[config.mk]
export PLATFORM = sky130hd
export DESIGN_NAME = ppsin_input_select
export DESIGN_NICKNAME = d
export VERILOG_FILES = /design/src/core/ppsin_pkg.sv /design/src/core/ppsin_pin_sync.sv /design/src/core/ppsin_route_mux.sv /design/src/core/ppsin_input_select.sv
export SDC_FILE = /design/constraint.sdc
export NUM_CORES = 1
export LEC_CHECK = 0
export ABC_CLOCK_PERIOD_IN_PS = 2900
export BUFFER_PORTS_ARGS = -buffer_cell sky130_fd_sc_hd__buf_2
export CAP_MARGIN = 20
export CORE_MARGIN = 5
export CORE_UTILIZATION = 30
export CTS_CLUSTER_DIAMETER = 80
export DETAILED_ROUTE_END_ITERATION = 6
export HOLD_SLACK_MARGIN = 0.06
export PLACE_DENSITY = 0.44
export SLEW_MARGIN = 20
export SYNTH_ARGS = -nofsm -noshare
export SYNTH_HDL_FRONTEND = slang
export SYNTH_SLANG_ARGS = --single-unit
[constraint.sdc]
create_clock -name aclk -period 2.9 [get_ports aclk]
set_clock_uncertainty 0.2 [all_clocks]
set_input_delay 0.58 -clock aclk [delete_from_list [all_inputs] [get_ports aclk]]
set_output_delay 0.58 -clock aclk [all_outputs]
set_load 0.02 [all_outputs]
[src/core/ppsin_pkg.sv]
// constants, register map and routing table for the peripheral input pin select block
//
// Behaviour
// - each selector field is six bits, software read/write, all ones at reset
// - a selector value n routes remappable pin n to its peripheral input
// - unimplemented selector bits ignore writes and read zero
// - uart3 receive selector sits in bits 13-8, bits 7-0 read zero
// - uart1 cts selector in bits 13-8, uart1 receive selector in bits 5-0
// - uart2 cts selector in bits 13-8, uart2 receive selector in bits 5-0
// - spi clock input selector in bits 13-8, spi data input in 5-0
// - uart3 cts selector in bits 13-8, spi1 slave select in 5-0
// - timer1 external clock selector in 13-8, spi2 data input in 5-0
// - spi2 slave select in bits 5-0, spare six-bit field in 13-8
// - uart4 cts selector in bits 13-8, uart4 receive selector in 5-0
// - modulator transmit input selector in bits 5-0, bits 15-6 read zero
`default_nettype none

package ppsin_pkg;

  // ----------------------------------------------------------------
  // sizes
  // ----------------------------------------------------------------
  localparam int SEL_W      = 6;
  localparam int REG_W      = 16;
  localparam int NUM_REGS   = 9;
  localparam int NUM_ROUTES = 15;
  localparam int HI_LSB     = 8;
  localparam int LO_LSB     = 0;

  // ----------------------------------------------------------------
  // register byte offsets
  // ----------------------------------------------------------------
  localparam logic [7:0] OFF_UART3_RX_INPUT_SELECT               = 8'h00;
  localparam logic [7:0] OFF_UART1_INPUT_SELECT                  = 8'h04;
  localparam logic [7:0] OFF_UART2_INPUT_SELECT                  = 8'h08;
  localparam logic [7:0] OFF_SPI_CLOCK_DATA_INPUT_SELECT         = 8'h0c;
  localparam logic [7:0] OFF_UART3_CTS_SPI1_SS_INPUT_SELECT      = 8'h10;
  localparam logic [7:0] OFF_TIMER1_CLOCK_SPI2_DATA_INPUT_SELECT = 8'h14;
  localparam logic [7:0] OFF_SPI2_SLAVE_SELECT_INPUT_SELECT      = 8'h18;
  localparam logic [7:0] OFF_UART4_INPUT_SELECT                  = 8'h1c;
  localparam logic [7:0] OFF_MODULATOR_INPUT_SELECT              = 8'h20;

  localparam logic [7:0] REG_OFFSET [NUM_REGS] = '{
    OFF_UART3_RX_INPUT_SELECT, OFF_UART1_INPUT_SELECT, OFF_UART2_INPUT_SELECT,
    OFF_SPI_CLOCK_DATA_INPUT_SELECT, OFF_UART3_CTS_SPI1_SS_INPUT_SELECT,
    OFF_TIMER1_CLOCK_SPI2_DATA_INPUT_SELECT, OFF_SPI2_SLAVE_SELECT_INPUT_SELECT,
    OFF_UART4_INPUT_SELECT, OFF_MODULATOR_INPUT_SELECT};

  // ----------------------------------------------------------------
  // implemented bits; a register resets to its own mask (all fields ones)
  // ----------------------------------------------------------------
  localparam logic [REG_W-1:0] MASK_TWO_FIELDS = 16'h3f3f;
  localparam logic [REG_W-1:0] MASK_HI_FIELD   = 16'h3f00;
  localparam logic [REG_W-1:0] MASK_LO_FIELD   = 16'h003f;

  localparam logic [REG_W-1:0] REG_MASK [NUM_REGS] = '{
    MASK_HI_FIELD, MASK_TWO_FIELDS, MASK_TWO_FIELDS, MASK_TWO_FIELDS,
    MASK_TWO_FIELDS, MASK_TWO_FIELDS, MASK_TWO_FIELDS, MASK_TWO_FIELDS,
    MASK_LO_FIELD};

  // ----------------------------------------------------------------
  // routing table, route k drives bit k of the routed vector
  // ----------------------------------------------------------------
  localparam logic [3:0] ROUTE_REG [NUM_ROUTES] = '{
    4'h0, 4'h1, 4'h1, 4'h2, 4'h2, 4'h3, 4'h3, 4'h4,
    4'h4, 4'h5, 4'h5, 4'h6, 4'h7, 4'h7, 4'h8};
  localparam logic [NUM_ROUTES-1:0] ROUTE_HI   = 15'h12ab;
  // idle: receive, cts and slave select high; clocks, data, modulator low
  localparam logic [NUM_ROUTES-1:0] ROUTE_IDLE = 15'h399f;

  // ----------------------------------------------------------------
  // bus answers
  // ----------------------------------------------------------------
  localparam logic [1:0] RESP_OKAY   = 2'b00;
  localparam logic [1:0] RESP_SLVERR = 2'b10;

  typedef struct packed {
    logic modulator_tx_input;
    logic uart4_rx;
    logic uart4_cts;
    logic spi2_slave_select_input;
    logic spi2_data_in;
    logic timer1_ext_clock_input;
    logic spi1_slave_select_input;
    logic uart3_cts;
    logic spi_data_in;
    logic spi_clock_in;
    logic uart2_rx;
    logic uart2_cts;
    logic uart1_rx;
    logic uart1_cts;
    logic uart3_rx;
  } ppsin_routed_t;

endpackage

`default_nettype wire

[src/core/ppsin_pin_sync.sv]
// three-stage synchroniser with agreement filter for the remappable pins
`default_nettype none

module ppsin_pin_sync #(
  parameter int WIDTH = 48
) (
  input  wire logic             aclk,
  input  wire logic             aresetn,
  input  wire logic [WIDTH-1:0] pin_in,
  output logic      [WIDTH-1:0] pin_sync
);

  logic [WIDTH-1:0] stage1;
  logic [WIDTH-1:0] stage2;
  logic [WIDTH-1:0] stage3;
  logic [WIDTH-1:0] next_pin_sync;

  // a bit moves only once stages two and three agree
  always_comb
  begin
    for (int i = 0; i < WIDTH; i++)
    begin
      next_pin_sync[i] = (stage2[i] == stage3[i]) ? stage3[i] : pin_sync[i];
    end
  end

  always_ff @(posedge aclk)
  begin
    if (!aresetn)
    begin
      stage1   <= '0;
      stage2   <= '0;
      stage3   <= '0;
      pin_sync <= '0;
    end
    else
    begin
      stage1   <= pin_in;
      stage2   <= stage1;
      stage3   <= stage2;
      pin_sync <= next_pin_sync;
    end
  end

endmodule

`default_nettype wire

[src/core/ppsin_route_mux.sv]
// one routed peripheral input: picks a synchronised pin by selector, registered
`default_nettype none

module ppsin_route_mux #(
  parameter int   NUM_PINS = 48,
  parameter logic IDLE     = 1'b1
) (
  input  wire logic                        aclk,
  input  wire logic                        aresetn,
  input  wire logic [NUM_PINS-1:0]         pins,
  input  wire logic [ppsin_pkg::SEL_W-1:0] sel,
  output logic                             routed
);

  localparam logic [ppsin_pkg::SEL_W-1:0] SEL_NONE = '1;

  logic next_routed;

  always_comb
  begin
    // all ones and any number past the last pin leave the input idle
    if ((sel != SEL_NONE) && (int'(sel) < NUM_PINS))
    begin
      next_routed = pins[sel];
    end
    else
    begin
      next_routed = IDLE;
    end
  end

  always_ff @(posedge aclk)
  begin
    if (!aresetn)
    begin
      routed <= IDLE;
    end
    else
    begin
      routed <= next_routed;
    end
  end

endmodule

`default_nettype wire

[src/core/ppsin_input_select.sv]
// peripheral input pin select: selector registers on axi4-lite and input routing
`default_nettype none

module ppsin_input_select #(
  parameter int NUM_PINS = 48,
  parameter int ADDR_W   = 8
) (
  input  wire logic                     aclk,
  input  wire logic                     aresetn,
  input  wire logic [ADDR_W-1:0]        s_axi_awaddr,
  input  wire logic [2:0]               s_axi_awprot,
  input  wire logic                     s_axi_awvalid,
  output logic                          s_axi_awready,
  input  wire logic [31:0]              s_axi_wdata,
  input  wire logic [3:0]               s_axi_wstrb,
  input  wire logic                     s_axi_wvalid,
  output logic                          s_axi_wready,
  output logic [1:0]                    s_axi_bresp,
  output logic                          s_axi_bvalid,
  input  wire logic                     s_axi_bready,
  input  wire logic [ADDR_W-1:0]        s_axi_araddr,
  input  wire logic [2:0]               s_axi_arprot,
  input  wire logic                     s_axi_arvalid,
  output logic                          s_axi_arready,
  output logic [31:0]                   s_axi_rdata,
  output logic [1:0]                    s_axi_rresp,
  output logic                          s_axi_rvalid,
  input  wire logic                     s_axi_rready,
  input  wire logic [NUM_PINS-1:0]      remappable_io_pin,
  output ppsin_pkg::ppsin_routed_t      routed
);

  localparam int NR = ppsin_pkg::NUM_REGS;
  localparam int NT = ppsin_pkg::NUM_ROUTES;

  // ----------------------------------------------------------------
  // address decode
  // ----------------------------------------------------------------
  // returns the register index, or NR when nothing answers there
  function automatic logic [3:0] decode(input logic [ADDR_W-1:0] addr);
    logic [3:0] idx;
    idx = 4'(NR);
    for (int i = 0; i < NR; i++)
    begin
      if (addr == ADDR_W'(ppsin_pkg::REG_OFFSET[i]))
      begin
        idx = 4'(i);
      end
    end
    return idx;
  endfunction

  // ----------------------------------------------------------------
  // write channel state
  // ----------------------------------------------------------------
  logic                         aw_held;
  logic [ADDR_W-1:0]            aw_addr;
  logic                         w_held;
  logic [31:0]                  w_data;
  logic [3:0]                   w_strb;
  logic                         bvalid;
  logic [1:0]                   bresp;
  logic                         next_aw_held;
  logic [ADDR_W-1:0]            next_aw_addr;
  logic                         next_w_held;
  logic [31:0]                  next_w_data;
  logic [3:0]                   next_w_strb;
  logic                         next_bvalid;
  logic [1:0]                   next_bresp;
  logic                         wr_fire;
  logic [3:0]                   wr_idx;

  // ----------------------------------------------------------------
  // read channel state
  // ----------------------------------------------------------------
  logic                         rvalid;
  logic [31:0]                  rdata;
  logic [1:0]                   rresp;
  logic                         next_rvalid;
  logic [31:0]                  next_rdata;
  logic [1:0]                   next_rresp;
  logic [3:0]                   rd_idx;

  // ----------------------------------------------------------------
  // selector registers
  // ----------------------------------------------------------------
  logic [ppsin_pkg::REG_W-1:0]  sel_reg      [NR];
  logic [ppsin_pkg::REG_W-1:0]  next_sel_reg [NR];
  logic [ppsin_pkg::REG_W-1:0]  lane_mask;

  assign s_axi_awready = !aw_held;
  assign s_axi_wready  = !w_held;
  assign s_axi_bvalid  = bvalid;
  assign s_axi_bresp   = bresp;
  assign s_axi_arready = !rvalid;
  assign s_axi_rvalid  = rvalid;
  assign s_axi_rdata   = rdata;
  assign s_axi_rresp   = rresp;

  // address and data are taken in either order; the write happens once both are held and no write answer is pending
  assign wr_fire   = aw_held && w_held && !bvalid;
  assign wr_idx    = decode(aw_addr);
  assign rd_idx    = decode(s_axi_araddr);
  assign lane_mask = {{8{w_strb[1]}}, {8{w_strb[0]}}};

  always_comb
  begin
    next_aw_held = aw_held;
    next_aw_addr = aw_addr;
    next_w_held  = w_held;
    next_w_data  = w_data;
    next_w_strb  = w_strb;
    next_bvalid  = bvalid;
    next_bresp   = bresp;
    for (int i = 0; i < NR; i++)
    begin
      next_sel_reg[i] = sel_reg[i];
    end
    if (s_axi_awvalid && !aw_held)
    begin
      next_aw_held = 1'b1;
      next_aw_addr = s_axi_awaddr;
    end
    if (s_axi_wvalid && !w_held)
    begin
      next_w_held = 1'b1;
      next_w_data = s_axi_wdata;
      next_w_strb = s_axi_wstrb;
    end
    if (bvalid && s_axi_bready)
    begin
      next_bvalid = 1'b0;
    end
    if (wr_fire)
    begin
      next_aw_held = 1'b0;
      next_w_held  = 1'b0;
      next_bvalid  = 1'b1;
      next_bresp   = ppsin_pkg::RESP_SLVERR;
      for (int i = 0; i < NR; i++)
      begin
        if (wr_idx == 4'(i))
        begin
          // only implemented field bits take the data; byte lanes 2 and 3 hold nothing
          next_sel_reg[i] = ((sel_reg[i] & ~lane_mask)
                            | (w_data[ppsin_pkg::REG_W-1:0] & lane_mask))
                            & ppsin_pkg::REG_MASK[i];
          next_bresp      = ppsin_pkg::RESP_OKAY;
        end
      end
    end
  end

  always_comb
  begin
    next_rvalid = rvalid;
    next_rdata  = rdata;
    next_rresp  = rresp;
    if (rvalid && s_axi_rready)
    begin
      next_rvalid = 1'b0;
    end
    if (s_axi_arvalid && !rvalid)
    begin
      next_rvalid = 1'b1;
      next_rdata  = 32'h0000_0000;
      next_rresp  = ppsin_pkg::RESP_SLVERR;
      for (int i = 0; i < NR; i++)
      begin
        if (rd_idx == 4'(i))
        begin
          // unimplemented bits and the upper half read zero
          next_rdata = {16'h0000, sel_reg[i] & ppsin_pkg::REG_MASK[i]};
          next_rresp = ppsin_pkg::RESP_OKAY;
        end
      end
    end
  end

  always_ff @(posedge aclk)
  begin
    if (!aresetn)
    begin
      aw_held <= 1'b0;
      aw_addr <= '0;
      w_held  <= 1'b0;
      w_data  <= 32'h0000_0000;
      w_strb  <= 4'h0;
      bvalid  <= 1'b0;
      bresp   <= ppsin_pkg::RESP_OKAY;
      rvalid  <= 1'b0;
      rdata   <= 32'h0000_0000;
      rresp   <= ppsin_pkg::RESP_OKAY;
      for (int i = 0; i < NR; i++)
      begin
        sel_reg[i] <= ppsin_pkg::REG_MASK[i];
      end
    end
    else
    begin
      aw_held <= next_aw_held;
      aw_addr <= next_aw_addr;
      w_held  <= next_w_held;
      w_data  <= next_w_data;
      w_strb  <= next_w_strb;
      bvalid  <= next_bvalid;
      bresp   <= next_bresp;
      rvalid  <= next_rvalid;
      rdata   <= next_rdata;
      rresp   <= next_rresp;
      for (int i = 0; i < NR; i++)
      begin
        sel_reg[i] <= next_sel_reg[i];
      end
    end
  end

  // ----------------------------------------------------------------
  // pin synchronisation and routing
  // ----------------------------------------------------------------
  logic [NUM_PINS-1:0] pins_sync;
  logic [NT-1:0]       routed_vec;

  ppsin_pin_sync #(
    .WIDTH    (NUM_PINS)
  ) u_sync (
    .aclk     (aclk),
    .aresetn  (aresetn),
    .pin_in   (remappable_io_pin),
    .pin_sync (pins_sync)
  );

  // the spare high field of the spi2 slave select register is stored but steers nothing
  for (genvar k = 0; k < NT; k++)
  begin : g_route
    logic [ppsin_pkg::SEL_W-1:0] sel;
    // hi fields sit in 13-8, lo fields in 5-0 of the route's register
    assign sel = ppsin_pkg::ROUTE_HI[k]
               ? sel_reg[ppsin_pkg::ROUTE_REG[k]][ppsin_pkg::HI_LSB +: ppsin_pkg::SEL_W]
               : sel_reg[ppsin_pkg::ROUTE_REG[k]][ppsin_pkg::LO_LSB +: ppsin_pkg::SEL_W];
    // registered mux: a new selector shows one cycle after the register takes it
    ppsin_route_mux #(
      .NUM_PINS (NUM_PINS),
      .IDLE     (ppsin_pkg::ROUTE_IDLE[k])
    ) u_mux (
      .aclk     (aclk),
      .aresetn  (aresetn),
      .pins     (pins_sync),
      .sel      (sel),
      .routed   (routed_vec[k])
    );
  end

  assign routed = ppsin_pkg::ppsin_routed_t'(routed_vec);

endmodule

`default_nettype wire

==> impl_metrics.py, run 1 <==
metrics = {
    "yosys": {
        "synth_edf_count": 0,
        "synthFlopType": "dfxtp_1",
        "syn_inst": 1808,
        "avgSynthCellArea_sq_um": 10.1,
        "synth.distinct_cells": 60,
        "synth.cell_area_sq_um": 18300,
        "seq_area_frac_synth_pct": 37.6,
        "synth-seq-cells": 343,
        "synthArstFlopShare_pct": 0,
        "yosys_warnings": 0,
    },
    "setup_path": {
        "cp.arrival_ps": 3150,
        "endpoint_kind": "flop",
        "path_buf_inv": 1,
        "critPathLaunchType": "flop",
        "slowest_delay_ps": 980,
        "r2r_start": "u_sync.pin_sync[8]",
        "setup.worst_path.start": "u_sync.pin_sync[8]",
        "worstSetupPathType": "reg -> reg",
        "path_cells": "mux4_2 -> mux2i_1 -> mux4_2 -> o31ai_1 -> buf_4",
        "crit_path_top_delay_cell": "dfxtp_1",
        "worst_path_most_repeated_cell": "mux4_2",
        "path_max_fanout": 17,
        "cp.required_ps": 3200,
        "path_delay_family": "flip-flops",
    },
    "clocking": {
        "path_clk_slew_ps": 60,
        "post_cts_resized": 0,
        "cts_num_sinks": 343,
        "htreeDepth": 2,
        "cts_tree": "done",
        "clockBufferDepth": 3,
        "cts_hold_buffers": 63,
        "cts_root_buffer": "clkbuf_16",
        "cts_buffers": 41,
        "clk_latency_ps": 560,
        "cts_setup_buffers": 0,
    },
    "finish": {
        "seq_area_sq_um": 6870,
        "multiInputGateArea_sq_um": 10300,
        "layout_common_cells": "343 x dfxtp_1, 197 x mux4_2, 182 x nand2_1",
        "fin_util_pct": 36.1,
        "layout-drive-gt1-share_pct": 26.3,
        "antenna_cells": 0,
        "area_growth_pct": 19.0,
        "layout_commonest_cell": "dfxtp_1",
        "final_nets": 2038,
        "num-fill-cells": 6079,
        "fin_area_sq_um": 21800,
    },
    "floorplanning": {
        "io_pins": 169,
        "initial_core_util_pct": 30.3,
        "dieArea_sq_um": 66000,
        "rows": 90,
        "die_h_um": 257,
        "coreArea_sq_um": 60400,
        "die_w_um": 257,
    },
    "sta": {
        "setup_slack_ps": 53.4,
        "fmaxAchievable_mhz": 351,
        "slew_viol_final": 0,
        "finalHoldViolations": 0,
        "setup_violations": 0,
        "post-route-min-period_ps": 2850,
        "rsz0062_at_grt": "false",
        "relSlewSlack_pct": 33.3,
        "period_share_pct": 98.2,
        "worst_pin_slew_ps": 998,
        "tns_ps": 0,
    },
    "run_status": {
        "status": "completed",
    },
    "grt": {
        "grt_max_degree": 104,
        "grt_pass1_vias": 14989,
        "grt_usage_pct": 19.1,
        "antenna_found_initial": 0,
        "overflow": 0,
        "grt_pass1_wl_mm": 97.5,
    },
    "pwr": {
        "power_frac_comb_pct": 5.4,
        "power_switching_mw": 2.43,
        "vdd_drop_max_mv": 0.333,
        "p_sw_share_pct": 22.7,
        "p_int_mw": 8.30,
        "p_leak_nw": 8.33,
        "clkPwrFrac_pct": 48.6,
        "p_seq_share_pct": 46.0,
        "power.total_mw": 10.7,
        "p_per_area_nw_per_um2": 493,
    },
    "routing": {
        "drc": 0,
        "firstDrtPassIters": 6,
        "initialDrtViolationCount": 1425,
        "antenna_left": 0,
        "finalWirelength_mm": 65.0,
        "wl_per_cell_um": 23.7,
        "via_count": 15185,
        "vias_per_cell": 5.55,
    },
    "hold_path": {
        "min-delay-start": "s_axi_wdata[9]",
        "min_path_type": "in -> reg",
    },
    "place": {
        "place_congestion": 0.895,
        "dpl.hpwl_mm": 44.1,
        "dpl_cell_area_sq_um": 19800,
        "portBuffers": 118,
        "post-place-ws_ps": 99.1,
    },
    "job": {
        "max-cap-violations": 0,
    },
}
area by class of cell:
type / count / area share [%]
inverter: 12 / 0.213
sequential: 343 / 31.6
clock inverter: 12 / 0.903
clock buffer: 62 / 5.35
multi-input combinational: 1224 / 47.5
tap: 782 / 4.50
timing repair buffer: 303 / 10.0
power groups by stage:
stage | sequential, mW | combinational [mW] | clock (mW)
2_1_floorplan | 4.98 | 0.368 | 0
3_3_place_gp | 5.04 | 0.512 | 0
3_5_place_dp | 5.04 | 0.517 | 0
4_1_cts | 4.94 | 0.584 | 5.38
5_1_grt | 4.95 | 0.639 | 5.59
6_report | 4.94 | 0.578 | 5.22
layer usage:
layer	wire [um]	global-route usage [%]	vias to the layer above	share of wire (%)
met1	27100	25.8	7358	42
met5	0	0	-	0
met4	2840	7.84	0	4.4
li1	-	-	6812	-
met2	29000	29.9	845	45
met3	6090	4.21	170	9.4
path summary, 6_finish.rpt:
check | slack, ps | cells after the start | to
worst max-delay path | 50 | 5 | g_route[6].u_mux.routed
worst min-delay path | 80 | 3 | w_data[9]
worst max register to register | 50 | 5 | g_route[6].u_mux.routed
worst min register to register | 230 | 1 | u_sync.stage2[28]
worst register-to-register path: stages (launching register included):
cell and delay, ps:
dfxtp_1 980, mux4_2 390, mux2i_1 70, mux4_2 520
o31ai_1 440, buf_4 190
synth_stat cells (7+ instances only):
| library cell | count | share of area, % |
|---|---|---|
| a311oi_1 | 15 | 0.72 |
| and2_1 | 144 | 4.9 |
| and3_1 | 7 | 0.24 |
| nand4b_1 | 13 | 0.62 |
| o21ai_0 | 125 | 3.4 |
| nor2b_1 | 15 | 0.51 |
| a31oi_1 | 8 | 0.27 |
| buf_4 | 37 | 1.5 |
| clkbuf_1 | 172 | 3.5 |
| nand3b_1 | 14 | 0.57 |
| nand2_1 | 182 | 3.7 |
| nor3_1 | 28 | 0.77 |
| nor4_1 | 13 | 0.44 |
| nand3_1 | 83 | 2.3 |
| a21oi_1 | 97 | 2.7 |
| nor2_1 | 80 | 1.6 |
| buf_1 | 11 | 0.23 |
| inv_1 | 12 | 0.25 |
| o221ai_1 | 9 | 0.43 |
| o22ai_1 | 7 | 0.24 |
| mux4_2 | 197 | 24 |
| mux2i_1 | 67 | 3.7 |
| mux2_2 | 9 | 0.55 |
| dfxtp_1 | 343 | 38 |
| o21ai_1 | 7 | 0.19 |
| buf_2 | 28 | 0.77 |
| a2111o_1 | 8 | 0.49 |
cell families after synthesis:
logic type | after synthesis | synth area share [%]
other | 1 | 0.0205
AO/OA/AOI/OAI | 317 | 10.3
multiplexers | 273 | 28.5
buffers and inverters | 262 | 6.38
flip-flops | 343 | 37.6
AND/OR/NAND/NOR | 612 | 17.2
stage by stage:
step | hold WS, ps | instances
after floorplan | 212 | 1829
after global placement | 217 | 2601
after detailed placement | 218 | 2601
after CTS | 62.1 | 2738
after global routing | 76.2 | 2738
final | 81.9 | 2738
Power figures use the tool's default switching activity.
==> inputs of run 2 (changes only) <==
--- a/config.mk
+++ b/config.mk
@@ -12,6 +12,7 @@
 export CORE_UTILIZATION = 30
 export CTS_CLUSTER_DIAMETER = 80
 export DETAILED_ROUTE_END_ITERATION = 6
+export GPL_TIMING_DRIVEN = 0
 export HOLD_SLACK_MARGIN = 0.06
 export PLACE_DENSITY = 0.44
 export SLEW_MARGIN = 20
==> impl_metrics.py, run 2 (same netlist as run 1, synthesis figures left out) <==
metrics = {
    "finish": {
        "layout_common_cells": "342 x dfxtp_1, 197 x mux4_2, 182 x nand2_1",
        "layout_commonest_cell": "dfxtp_1",
        "final_nets": 2166,
        "layout-drive-gt1-share_pct": 22.4,
        "area_growth_pct": 20.1,
    },
    "sta": {
        "rsz0062_at_grt": "false",
        "setup_violations": 1,
        "post-route-min-period_ps": 2900,
        "slew_viol_final": 0,
        "worst_pin_slew_ps": 1050,
        "hold_ws_ps": 74.6,
        "setup_slack_ps": -0.290,
        "finalHoldViolations": 0,
        "period_share_pct": 100,
        "relSlewSlack_pct": 29.9,
        "tns_ps": -0.290,
        "fmaxAchievable_mhz": 345,
    },
    "pwr": {
        "p_seq_share_pct": 45.7,
        "p_sw_share_pct": 24.0,
        "vdd_drop_max_mv": 0.304,
        "p_per_area_nw_per_um2": 487,
        "power_frac_comb_pct": 6.8,
        "power_switching_mw": 2.57,
        "clkPwrFrac_pct": 47.5,
        "p_leak_nw": 8.23,
        "p_int_mw": 8.12,
    },
    "grt": {
        "overflow": 0,
        "grt_max_degree": 14,
        "grt_pass1_vias": 15497,
        "grt_usage_pct": 22.7,
        "grt_pass1_wl_mm": 111,
        "antenna_found_initial": 1,
    },
    "clocking": {
        "clockBufferDepth": 3,
        "cts_root_buffer": "clkbuf_16",
        "htreeDepth": 2,
        "cts_buffers": 41,
        "cts_num_sinks": 343,
        "cts_tree": "done",
        "cts_setup_buffers": 0,
        "clk_latency_ps": 560,
        "path_clk_slew_ps": 60,
    },
    "run_status": {
        "failed_checks": "negative setup slack",
        "status": "finished with violations",
    },
    "setup_path": {
        "cp.arrival_ps": 3090,
        "rr_worst_depth": 5,
        "worstSetupPathType": "reg -> reg",
        "setup.worst_path.start": "u_sync.pin_sync[25]",
        "critPathLaunchType": "flop",
        "r2r_slack_ps": -0.3,
        "path_max_fanout": 10,
        "endpoint_kind": "flop",
        "r2r_start": "u_sync.pin_sync[25]",
        "cp.required_ps": 3090,
        "reg2reg_to": "g_route[5].u_mux.routed",
        "cp-endpoint": "g_route[5].u_mux.routed",
    },
    "routing": {
        "firstDrtPassIters": 6,
        "drc": 0,
        "vias_per_cell": 5.60,
        "via_count": 16056,
        "finalWirelength_mm": 76.9,
        "antenna_left": 0,
        "initialDrtViolationCount": 1892,
        "wl_per_cell_um": 26.8,
    },
    "floorplanning": {
        "die_h_um": 257,
        "initial_core_util_pct": 30.3,
        "coreArea_sq_um": 60400,
        "rows": 90,
        "io_pins": 169,
        "dieArea_sq_um": 66000,
        "die_w_um": 257,
    },
    "place": {
        "dpl.hpwl_mm": 56.2,
        "place_congestion": 0.952,
        "portBuffers": 115,
    },
    "job": {
        "max-cap-violations": 0,
    },
    "hold_path": {
        "min_path_type": "in -> reg",
    },
}
-- run 2: cell count changes in the layout (fill, tap and decap cells not counted), moves of 2 or more --
cell,delta
buf_2,+22
nor4b_4,+2
buf_1,+11
bufinv_16,-2
clkbuf_2,+4
clkbuf_1,+161
dlygate4sd3_1,+5
clkinv_2,+5
clkbuf_4,+5
buf_4,-82
buf_12,-3
nor4b_2,-2
-- run 2: power groups by stage --
| stage | clock [mW] | sequential [mW] | combinational, mW |
|---|---|---|---|
| 3_3_place_gp | 0 | 4.99 | 0.643 |
| 3_5_place_dp | 0 | 4.99 | 0.648 |
| 2_1_floorplan | 0 | 4.98 | 0.368 |
| 4_1_cts | 5.20 | 4.89 | 0.723 |
| 5_1_grt | 5.40 | 4.90 | 0.788 |
| 6_report | 5.08 | 4.89 | 0.724 |
-- run 2: worst min path at each step --
stage	start	endpoint	slack, ps	cells past startpoint
after global routing	s_axi_wdata[12]	w_data[12]	80	3
after detailed placement	u_sync.stage1[11]	u_sync.stage2[11]	220	1
after global placement	u_sync.stage1[22]	u_sync.stage2[22]	220	1
final	s_axi_wdata[12]	w_data[12]	70	3
after floorplan	u_sync.stage1[0]	u_sync.stage2[0]	210	1
after CTS	s_axi_wdata[12]	w_data[12]	60	3
-- run 2: repair_timing --
action                                  4_1_cts  5_1_grt
pin swaps                                     0        0
hold buffers                                 68        0
gates resized for setup                       3       10
endpoints found under the setup margin       11       18
endpoints found under the hold margin        68        0
-- run 2: routing by layer --
metal / GRT usage (%) / part of all wire (%)
met1: 30.4 / 40
met2: 35.8 / 45
met3: 5.33 / 9.7
met4: 9.07 / 5.1
met5: 0 / 0
-- run 2: final cells by class --
| class | instances | area [sq um] |
|---|---|---|
| antenna | 1 | 2.50 |
| multi-input combinational | 1224 | 10400 |
| clock buffer | 56 | 1130 |
| clock inverter | 18 | 185 |
| buffer | 248 | 1130 |
| inverter | 12 | 45.0 |
| tap | 782 | 978 |
| sequential | 343 | 6870 |
| timing repair buffer | 183 | 1260 |
| fill | 6106 | 38400 |
-- run 2: worst max-delay path, stage by stage (launching register included) --
cell	delay (ps)
dfxtp_1	700
clkbuf_1	580
mux4_2	390
nand3b_1	90
a41o_1	250
a211oi_1	510
-- run 2: stage by stage --
step	utilization (%)	instances	cell area [sq um]	worst slack, ps	total power, mW
3_3_place_gp	33.0	2726	19900	-649	5.63
4_1_cts	36.3	2868	21900	4.04	10.8
2_1_floorplan	-	1829	18400	359	5.35
5_1_grt	36.4	2866	22000	4.23	11.1
3_5_place_dp	33.0	2726	19900	-427	5.64
6_report	36.4	2867	22000	-0.290	10.7
